===== src/design/node_id_params.svh =====
// Offsets, field positions, reset value and codes of the node identity register.
// Included by the design modules; definitions only.
`ifndef NODE_ID_PARAMS_SVH
`define NODE_ID_PARAMS_SVH
`define NODE_ID_OFFSET      8'h04
`define NODE_ID_RESET       32'hFFFF0000
`define SEG_LSB             0
`define SEG_MSB             9
`define STN_LSB             10
`define STN_MSB             15
`define TREE_TOP_BIT        16
`define REPLY_LSB           23
`define REPLY_MSB           27
`define FRESH_BIT           31
`define SEG_BROADCAST       10'h3FF
`define STN_BROADCAST       6'h3F
`define REPLY_TIMEOUT       5'h10
`define REPLY_PKT_ERROR     5'h13
`define REG_READ_MASK       32'hFF81FFFF
`endif


===== src/design/node_id_pkg.sv =====
// Types shared by the node identity register modules.
// Assumes the constants header is on the include path.
package node_id_pkg;
	typedef logic [9:0] seg_id_t;
	typedef logic [5:0] stn_id_t;
	typedef logic [4:0] reply_code_t;
	typedef enum logic [1:0]
	{
		RPL_NONE    = 2'b00,
		RPL_ACK     = 2'b01,
		RPL_TIMEOUT = 2'b10,
		RPL_PKTERR  = 2'b11
	} reply_kind_t;
endpackage


===== src/design/node_id_if.sv =====
// Carries the programmed identity between the register and the address filter.
// Assumes one clock domain; no timing of its own.
`timescale 1ns/1ps
interface node_id_if;
	node_id_pkg::seg_id_t seg_id;
	node_id_pkg::stn_id_t stn_id;
	logic                 id_valid;
	modport owner  (output seg_id, output stn_id, output id_valid);
	modport filter (input seg_id, input stn_id, input id_valid);
endinterface


===== src/design/node_addr_filter.sv =====
// Destination filter for incoming packets against the programmed identity.
// Assumes the destination fields are stable while dest_check is high.
`timescale 1ns/1ps
`include "node_id_params.svh"
module node_addr_filter
(
	node_id_if.filter           ids,
	input  wire logic           clk,
	input  wire logic           srst,
	input  wire logic           dest_check,
	input  wire logic [9:0]     dest_seg,
	input  wire logic [5:0]     dest_stn,
	output logic                accept_r
);
	logic seg_hit;
	logic stn_hit;
	logic bcast;

	// Broadcast ids match whatever is programmed
	assign seg_hit = (dest_seg == `SEG_BROADCAST) || (dest_seg == ids.seg_id);
	assign stn_hit = (dest_stn == `STN_BROADCAST) || (dest_stn == ids.stn_id);
	assign bcast   = (dest_stn == `STN_BROADCAST);

	// Own address only when the id is valid; broadcast always
	always_ff @(posedge clk)
	begin
		if (srst)
			accept_r <= 1'b0;
		else if (dest_check)
			accept_r <= seg_hit && (ids.id_valid ? stn_hit : bcast);
		else
			accept_r <= 1'b0;
	end
endmodule // node_addr_filter


===== src/design/reply_encoder.sv =====
// Encodes the outcome of an async send into the five-bit reply code.
// Assumes at most one outcome pulse per cycle.
`timescale 1ns/1ps
`include "node_id_params.svh"
module reply_encoder
(
	input  wire node_id_pkg::reply_kind_t kind,
	input  wire logic [3:0]               ack_code,
	output node_id_pkg::reply_code_t      code
);
	// Plain acks carry a zero top bit
	always_comb
	begin
		unique case (kind)
			node_id_pkg::RPL_ACK:     code = {1'b0, ack_code};
			node_id_pkg::RPL_TIMEOUT: code = `REPLY_TIMEOUT;
			node_id_pkg::RPL_PKTERR:  code = `REPLY_PKT_ERROR;
			node_id_pkg::RPL_NONE:    code = 5'h00;
		endcase
	end
endmodule // reply_encoder


===== src/design/node_id_reg.sv =====
// Node identity and transmit reply register at offset 04h, with address filter.
// Assumes a single-cycle host strobe interface synchronous to CLK and a PHY
// status pulse that carries station id and root flag.
//
// Overview of operation
// - Ten-bit segment id in bits 0-9 forms source address and filters input.
// - Destination segment 3FFh is accepted whatever segment id is programmed.
// - Six-bit station id in bits 10-15 used for source address and filter.
// - Destination station 3Fh is accepted whatever station id is programmed.
// - Each PHY register 0 status transfer overwrites station id and tree-top flag.
// - Read-only tree-top flag in bit 16 reads 1 when node is root.
// - Host writes update segment and station ids; both read/write, but a PHY status transfer in the same cycle wins for station id.
// - Bits 23-27 capture last reply to a packet from the async send queue.
// - Reply code is read-only unless the diagnostic write unlock bit is set.
// - Ack as 0_XXXX, timeout as 1_0000, ack packet error as 1_0011.
// - Reply-fresh bit 31 sets whenever an ack packet is received.
// - A host read of the register clears the reply-fresh bit.
// - Register resets to FFFF_0000h.
// - With station id valid accept own address, otherwise only broadcast.
`timescale 1ns/1ps
`include "node_id_params.svh"
module node_id_reg
(
	input  wire logic        CLK,
	input  wire logic        SRST,
	input  wire logic        HOST_SEL,
	input  wire logic        HOST_WR,
	input  wire logic [7:0]  HOST_ADDR,
	input  wire logic [31:0] HOST_WDATA,
	output logic      [31:0] HOST_RDATA,
	output logic             HOST_RVALID,
	input  wire logic        DIAG_FIELD_WRITE_UNLOCK,
	input  wire logic        STATION_ID_VALID,
	input  wire logic        PHY_REG0_XFER,
	input  wire logic [5:0]  PHY_ASSIGNED_ID,
	input  wire logic        PHY_ROOT,
	input  wire logic        ACK_RCVD,
	input  wire logic [3:0]  ACK_CODE,
	input  wire logic        ACK_PKT_ERROR,
	input  wire logic        ACK_TIMEOUT,
	input  wire logic        TRANSMIT_DONE_EVENT,
	input  wire logic        SEND_PENDING_NONBCAST,
	output logic             SEND_RETRY,
	output logic [15:0]      SOURCE_ADDR,
	input  wire logic        DEST_CHECK,
	input  wire logic [9:0]  DEST_SEG,
	input  wire logic [5:0]  DEST_STN,
	output logic             DEST_ACCEPT
);
	node_id_if ids ();

	node_id_pkg::seg_id_t       network_segment_id_r;
	node_id_pkg::stn_id_t       local_station_id_r;
	logic                       tree_top_r;
	node_id_pkg::reply_code_t   last_transmit_reply_code_r;
	logic                       reply_code_fresh_r;
	node_id_pkg::reply_kind_t   reply_kind;
	node_id_pkg::reply_code_t   reply_code_nxt;
	logic                       hit;
	logic                       host_wr_hit;
	logic                       host_rd_hit;
	logic                       reply_event;
	logic                       ack_packet;
	logic [31:0]                reg_value;

	localparam logic [31:0] RESET_VALUE = `NODE_ID_RESET;

	// Address decode of the host strobes
	assign hit         = HOST_SEL && (HOST_ADDR == `NODE_ID_OFFSET);
	assign host_wr_hit = hit && HOST_WR;
	assign host_rd_hit = hit && !HOST_WR;

	// Outcome classification; ack packet errors and timeouts outrank a plain ack
	assign ack_packet  = ACK_RCVD || ACK_PKT_ERROR;
	assign reply_event = ACK_RCVD || ACK_PKT_ERROR || ACK_TIMEOUT;
	always_comb
	begin
		if (ACK_PKT_ERROR)
			reply_kind = node_id_pkg::RPL_PKTERR;
		else if (ACK_TIMEOUT)
			reply_kind = node_id_pkg::RPL_TIMEOUT;
		else if (ACK_RCVD)
			reply_kind = node_id_pkg::RPL_ACK;
		else
			reply_kind = node_id_pkg::RPL_NONE;
	end

	reply_encoder u_enc
	(
		.kind     (reply_kind),
		.ack_code (ACK_CODE),
		.code     (reply_code_nxt)
	);

	// Segment id: host writes only. The reset word numbers bit 0 from the left,
	// so both ids take its top sixteen bits and come up all ones
	always_ff @(posedge CLK)
	begin
		if (SRST)
			network_segment_id_r <= RESET_VALUE[31:22];
		else if (host_wr_hit)
			network_segment_id_r <= HOST_WDATA[`SEG_MSB:`SEG_LSB];
	end

	// Station id: PHY transfer wins over a host write in the same cycle,
	// since the PHY carries the id the bus actually assigned
	always_ff @(posedge CLK)
	begin
		if (SRST)
			local_station_id_r <= RESET_VALUE[21:16];
		else if (PHY_REG0_XFER)
			local_station_id_r <= PHY_ASSIGNED_ID;
		else if (host_wr_hit)
			local_station_id_r <= HOST_WDATA[`STN_MSB:`STN_LSB];
	end

	// Tree-top flag, never host writable
	always_ff @(posedge CLK)
	begin
		if (SRST)
			tree_top_r <= 1'b0;
		else if (PHY_REG0_XFER)
			tree_top_r <= PHY_ROOT;
	end

	// Reply code: bus outcome wins over an unlocked host write
	always_ff @(posedge CLK)
	begin
		if (SRST)
			last_transmit_reply_code_r <= 5'h00;
		else if (reply_event)
			last_transmit_reply_code_r <= reply_code_nxt;
		else if (host_wr_hit && DIAG_FIELD_WRITE_UNLOCK)
			last_transmit_reply_code_r <= HOST_WDATA[`REPLY_MSB:`REPLY_LSB];
	end

	// Fresh flag: set beats the read clear so no ack is lost
	always_ff @(posedge CLK)
	begin
		if (SRST)
			reply_code_fresh_r <= 1'b0;
		else if (ack_packet)
			reply_code_fresh_r <= 1'b1;
		else if (host_rd_hit)
			reply_code_fresh_r <= 1'b0;
	end

	// Assembled view; reserved bits tie to zero
	always_comb
	begin
		reg_value                           = 32'h00000000;
		reg_value[`SEG_MSB:`SEG_LSB]        = network_segment_id_r;
		reg_value[`STN_MSB:`STN_LSB]        = local_station_id_r;
		reg_value[`TREE_TOP_BIT]            = tree_top_r;
		reg_value[`REPLY_MSB:`REPLY_LSB]    = last_transmit_reply_code_r;
		reg_value[`FRESH_BIT]               = reply_code_fresh_r;
	end

	// Read data registered one cycle after the strobe; unmapped reads return zero
	always_ff @(posedge CLK)
	begin
		if (SRST)
		begin
			HOST_RDATA  <= 32'h00000000;
			HOST_RVALID <= 1'b0;
		end
		else
		begin
			HOST_RVALID <= HOST_SEL && !HOST_WR;
			HOST_RDATA  <= host_rd_hit ? (reg_value & `REG_READ_MASK) : 32'h00000000;
		end
	end

	// Arbitration loss: done without an ack packet, fresh or in the same cycle, means the packet stays queued
	always_ff @(posedge CLK)
	begin
		if (SRST)
			SEND_RETRY <= 1'b0;
		else
			SEND_RETRY <= TRANSMIT_DONE_EVENT && SEND_PENDING_NONBCAST
				&& !reply_code_fresh_r && !ack_packet;
	end

	// Source address of outgoing packets, registered for timing
	always_ff @(posedge CLK)
	begin
		if (SRST)
			SOURCE_ADDR <= {RESET_VALUE[21:16], RESET_VALUE[31:22]};
		else
			SOURCE_ADDR <= {local_station_id_r, network_segment_id_r};
	end

	// Identity handed to the filter
	assign ids.seg_id   = network_segment_id_r;
	assign ids.stn_id   = local_station_id_r;
	assign ids.id_valid = STATION_ID_VALID;

	node_addr_filter u_filt
	(
		.ids        (ids.filter),
		.clk        (CLK),
		.srst       (SRST),
		.dest_check (DEST_CHECK),
		.dest_seg   (DEST_SEG),
		.dest_stn   (DEST_STN),
		.accept_r   (DEST_ACCEPT)
	);
endmodule // node_id_reg


===== config.mk =====
export PLATFORM = sky130hd
export DESIGN_NAME = node_id_reg
export DESIGN_NICKNAME = d
export VERILOG_FILES = /design/src/design/node_id_pkg.sv /design/src/design/node_id_if.sv /design/src/design/node_addr_filter.sv /design/src/design/reply_encoder.sv /design/src/design/node_id_reg.sv
export VERILOG_INCLUDE_DIRS = /design/src /design/src/design
export SDC_FILE = /design/constraint.sdc
export NUM_CORES = 1
export LEC_CHECK = 0
export BUFFER_PORTS_ARGS = -buffer_cell sky130_fd_sc_hd__buf_2
export CAP_MARGIN = 20
export CORE_ASPECT_RATIO = 1.25
export CORE_MARGIN = 2
export CORE_UTILIZATION = 40
export DETAILED_ROUTE_END_ITERATION = 8
export PLACE_DENSITY_LB_ADDON = 0.2
export REMOVE_ABC_BUFFERS = 1
export SLEW_MARGIN = 20
export SYNTH_ARGS = -nofsm -noshare
export SYNTH_HDL_FRONTEND = slang
export SYNTH_SLANG_ARGS = --single-unit

===== constraint.sdc =====
create_clock -name CLK -period 1.3 [get_ports CLK]
set_input_delay 0.13 -clock CLK [delete_from_list [all_inputs] [get_ports CLK]]
set_output_delay 0.13 -clock CLK [all_outputs]
set_load 0.01 [all_outputs]

# == After elaboration in Yosys (flattened, before gate mapping) ==
# Index checks and enable logic that the tools add are counted.
# classes
n_eq_ne,8
mux,11
bitwise,2
n_reduce_logical,22
# op_table
operator,count
$pmux 5 s4,1
$mux 6,2
$eq 10x10->1,1
$eq 10x10->1 const B,1
$mux 5,2
$logic_and 1x1->1,9
$eq 8x3->1 const B,1
$eq 6x6->1,1
$eq 6x6->1 const B,1
$reduce_bool 2->1,3
$eq 2x2->1 const B,2
$logic_or 1x1->1,4
$mux 1,4
$mux 2,2
$reduce_or 2->1,2
$logic_not 1->1,3
$eq 2x1->1 const B,1
$logic_not 2->1,1
$not 1->1,2
# totals
regBits,74
input_bits,80
output_inout_bits,51
wordCells,54

# == Depth between registers and ports, before layout ==
# depth
depth_word,6
mapped_depth,5
depth_no_buf,4

# == Hierarchy ==
# Synthesis repeated with hierarchy kept, for this count alone.
# hier_totals
cells_unflattened,239
hier_area_um2,2509.9
# modules_own_cells
mod,instances,cells_per_inst,area_per_inst_um2,seq_area_each_um2
node_id_reg,1,203,2229.6,1281.2
node_addr_filter,1,31,244.0,20.0
reply_encoder,1,5,36.3,0.0

# == Least setup slack after synthesis ==
# OpenSTA, ideal clock, no wires.
# synth_timing
path_type,input-to-reg
startpoint,input HOST_ADDR[1]
endpoint,"register network_segment_id_r[7], in the netlist ids.seg_id[7]"
setup_ns,0.120
arrival_time_ns,1.093
required_ns,1.180
slack_ns,0.088
path_stages,5
n_path_buf,1
cell_sequence,nor3_2 > and4_1 > buf_6 > nor2b_1 > a211o_1
# synth_via
elab_chain_cells,3
# synth_rtl
element,line,rtl
from (decl),node_id_reg.sv:28,"input wire logic [7:0] HOST_ADDR,"
$eq 8x3->1 (no source line),-,
$logic_and 1x1->1,node_id_reg.sv:69,assign hit = HOST_SEL && (HOST_ADDR == `NODE_ID_OFFSET);
$logic_and 1x1->1,node_id_reg.sv:70,assign host_wr_hit = hit && HOST_WR;
to (signal assigned),node_id_reg.sv:100,network_segment_id_r <= RESET_VALUE[31:22];
to (signal assigned),node_id_reg.sv:102,network_segment_id_r <= HOST_WDATA[`SEG_MSB:`SEG_LSB];
to (decl),node_id_reg.sv:52,node_id_pkg::seg_id_t network_segment_id_r;
# Every way passes these cells.
# A chain may end at the register's enable or synchronous reset.

# == Final worst setup path ==
# layout_timing
startpoint,"register network_segment_id_r[1], in the netlist ids.seg_id[1]"
endpoint,register u_filt.accept_r
# layout_via
elab_chain_cells,3
# layout_rtl
element,line,rtl
$eq 10x10->1,node_addr_filter.sv:20,assign seg_hit = (dest_seg == `SEG_BROADCAST) || (dest_seg == ids.seg_id);
$logic_or 1x1->1,node_addr_filter.sv:20,
$logic_and 1x1->1,node_addr_filter.sv:30,accept_r <= seg_hit && (ids.id_valid ? stn_hit : bcast);
to (signal assigned),node_addr_filter.sv:30,
to (decl),node_addr_filter.sv:13,output logic accept_r
# Every way passes these cells.

==> results.md <==
* Met3 Use GR at 3.08%
* CP peak stage delay at 0.34 ns
* Yosys top cell area share at 52.5%
* Post-Syn Area at 2480 um^2
* Cell count after synthesis at 240
* Pleak at 1.54 nW
* CP Launch Type: flip-flop
* Total GRT Usage at 16.4%
* Min Tclk post-route at 1.28 ns
* Via count at 2058
* Post-synthesis simple-gate area fraction at 24.3%
* CTS clk-pin slew, worst paths at 0.07 ns
* Die H at a little over 90 um
* Met1 Use GR at 19.6%
* Pin count of the biggest net entering global routing at 22
* Largest family of logic cells by synthesized area: simple AND/OR/NAND/NOR gates
* First-pass DRT Iterations at 4
* Initial DRC count at 80
* IO Port Bufs at 110
* H-tree depth at 3
* Starting Density at 40.7%
* Layout cell share with drive strength beyond 1 at 43.2%
* Flop2flop setup slack at 0.02 ns
* Grt met2 use at 26.3%
* Final core utilization at 56.5%
* Final instance area at 3440 um^2
* CP Class: reg -> reg
* Setup TNS Final at 0 ns
* Count leader, synth: dfxtp_1
* Sequential fraction of the synthesis area at 52.5%
* # rows at 32
* Chip width at 74.4 um
* Core ar. at 6090 um^2
* Most Used Layer, Global Route: met2
* FMAX at roughly 0.78 GHz
* Clock Latency Late Sink at 0.34 ns
* Crit path max-delay cell type: dfxtp_2
* Post-synth top area cell: dfxtp_1
* R2R Path End: u_filt.accept_r
* Die footprint at roughly 7000 um^2
* CP Max Fanout at 4
* Global-route wire length before repair at between 8 and 9 mm
* Post-synth EDFFs at 0
* Peak supply drop at 0.403 mV
* Yosys reg bits at 65
* Area Overhead vs Synth at 38.7%
* Setup ws final at ~0.016 ns
* Final HPWL DP at 4.09 mm
* Clk sinks at 65
* Max cap viols at 0
* Asr flop ratio synth at 0%
* Main area contributors after synthesis: dfxtp_1 53%, and2_1 6.1%, mux2i_1 4.4%
* Dpl ws at -0.134 ns
* Status: finished clean
* Num CTS Buffers at 9
* Xor/xnor share of the synthesized area at 5.66%
* Worst Setup EP: u_filt.accept_r
* Worst Reg-to-Reg Cells at 4
* Inserted Diodes at 0
* Total Wirelength at 5.43 mm
* Crit. End Element: flip-flop
* Nets at 453
* I/O pin cnt at about 130
* ANT nets after route at 0
* Mux contribution to synthesized area at 4.44%
* Cells along the critical path: xor2_1, nor4_1, a31oi_1, nor4bb_1
* Fin crit share at 98.8%
* RSZ-0062 raised after global routing: yes
* Initial antenna violation count at 0
* Compound-Gate Fraction of Synth Area at 7.93%
* Beginning of the critical path: ids.seg_id[1]
* Vias in the first global route at approximately 1900
* Most used DFF post-synth: dfxtp_1
* Post-DP Area at 3150 um^2
* # DRC at 0
* Gpl congestion at around 0.76
* Maximum clock path buffer count at 2
* Synth Area in Adders at 0%
* Commonest cells in the netlist: 65 x dfxtp_1, 24 x and2_1, 16 x or2_2
* Final Hold Viols at 0
* Max-slew violations at 0
* Gr ovfl total at 0
* Worst r2r src: ids.seg_id[1]
* Synth warn at 0
* TritonCTS clock tree: yes
* Setup-violating endpoint count in the final report at 0
* Netlist cell types at 33
* Hold crit path type: in -> reg
* CTS Root Cell: clkbuf_8
* Avg Synthesized Cell Area at 10.3 um^2
* WP data required at 1.54 ns
* Wire length per cell at 11.8 um
* WP data arrival at 1.52 ns
* PD cells at ~1100 nW/um^2
* Via-to-Cell Ratio at 4.45
* Worst Skew at 0.00666 ns
cells by family after synthesis:
group,after synthesis
compound gates,30
mux,11
simple gates,97
other cells,1
flops,65
xor+xnor,16
buf+inv,20
final cells by class:
cell class	instances	area, um^2
Timing Repair Buffer	133	761
Multi-Input combinational cell	163	1090
Clock inverter	5	32.5
Clock buffer	10	138
Inverter	1	3.75
Sequential cell	65	1310
Tap cell	85	106
Fill cell	583	2650
how the worst min path moves through the flow:
stage / start / end / cells past startpoint
floorplan: SRST / last_transmit_reply_code_r[0] / 1
global placement: HOST_WDATA[3] / ids.seg_id[3] / 2
detailed placement: HOST_WDATA[4] / ids.seg_id[4] / 2
CTS: PHY_ROOT / tree_top_r / 3
global route: PHY_ASSIGNED_ID[5] / ids.stn_id[5] / 3
finish: PHY_ROOT / tree_top_r / 3
sequential cells by signal, summed over array words and instances, names as in the netlist:
name                        count
SOURCE_ADDR                    16
ids.stn_id                      6
reply_code_fresh_r              1
HOST_RDATA                     23
tree_top_r                      1
u_filt.accept_r                 1
SEND_RETRY                      1
HOST_RVALID                     1
last_transmit_reply_code_r      5
ids.seg_id                     10
worst max-delay path: cells and delay by family, from the launching register on:
kind             cells  cell delay, ns
AND/OR/NAND/NOR      2            0.57
flip-flops           1            0.34
XOR/XNOR             1            0.14
AO/OA/AOI/OAI        1            0.14
cells in the final DEF, fill, tap and decap left out, drive strengths merged:
| cell | n |
|---|---|
| and2 | 24 |
| xnor2 | 6 |
| nor4 | 2 |
| nor3 | 6 |
| or2 | 16 |
| a311oi | 1 |
| nand4 | 6 |
| inv | 1 |
| a211o | 10 |
| nor4b | 2 |
| nand3 | 7 |
| clkinvlp | 3 |
| conb | 9 |
| clkinv | 2 |
| dlygate4sd3 | 10 |
| buf | 123 |
| dfxtp | 65 |
| mux2i | 11 |
| nor2b | 12 |
| and4 | 3 |
| or3 | 1 |
| xor2 | 10 |
| nor4bb | 1 |
| o21ai | 3 |
| nor2 | 12 |
| nor3b | 2 |
| a31oi | 1 |
| clkbuf | 10 |
| a21oi | 12 |
| nand2b | 1 |
| nand2 | 2 |
| o22ai | 3 |
stage by stage:
step                      hold WS (ns)  power, mW  cells
after floorplan                  0.199       2.20    229
after global placement           0.340       2.39    436
after detailed placement         0.346       2.39    436
after CTS                      0.00860       3.90    461
after global routing            0.0382       4.01    462
final                           0.0271       3.84    462
what timing repair did:
| action | in CTS | in global routing |
|---|---|---|
| buffers inserted | 0 | 1 |
| hold buffers | 10 | 0 |
| gates resized for setup | 0 | 4 |
| endpoints found under the setup margin | 0 | 1 |
| hold endpoints to repair | 10 | 0 |
metal layers:
layer	wire length, um	share of wire [%]
met1	2310	42
met2	2590	48
met3	374	6.9
met4	155	2.9
met5	0	0
power breakdown:
part	internal [mW]	leakage (nW)	switching, mW
combinational	0.174	0.934	0.150
clock	0.724	0.0802	0.746
sequential	2.02	0.527	0.0200
(Power assumes the default switching activity.)
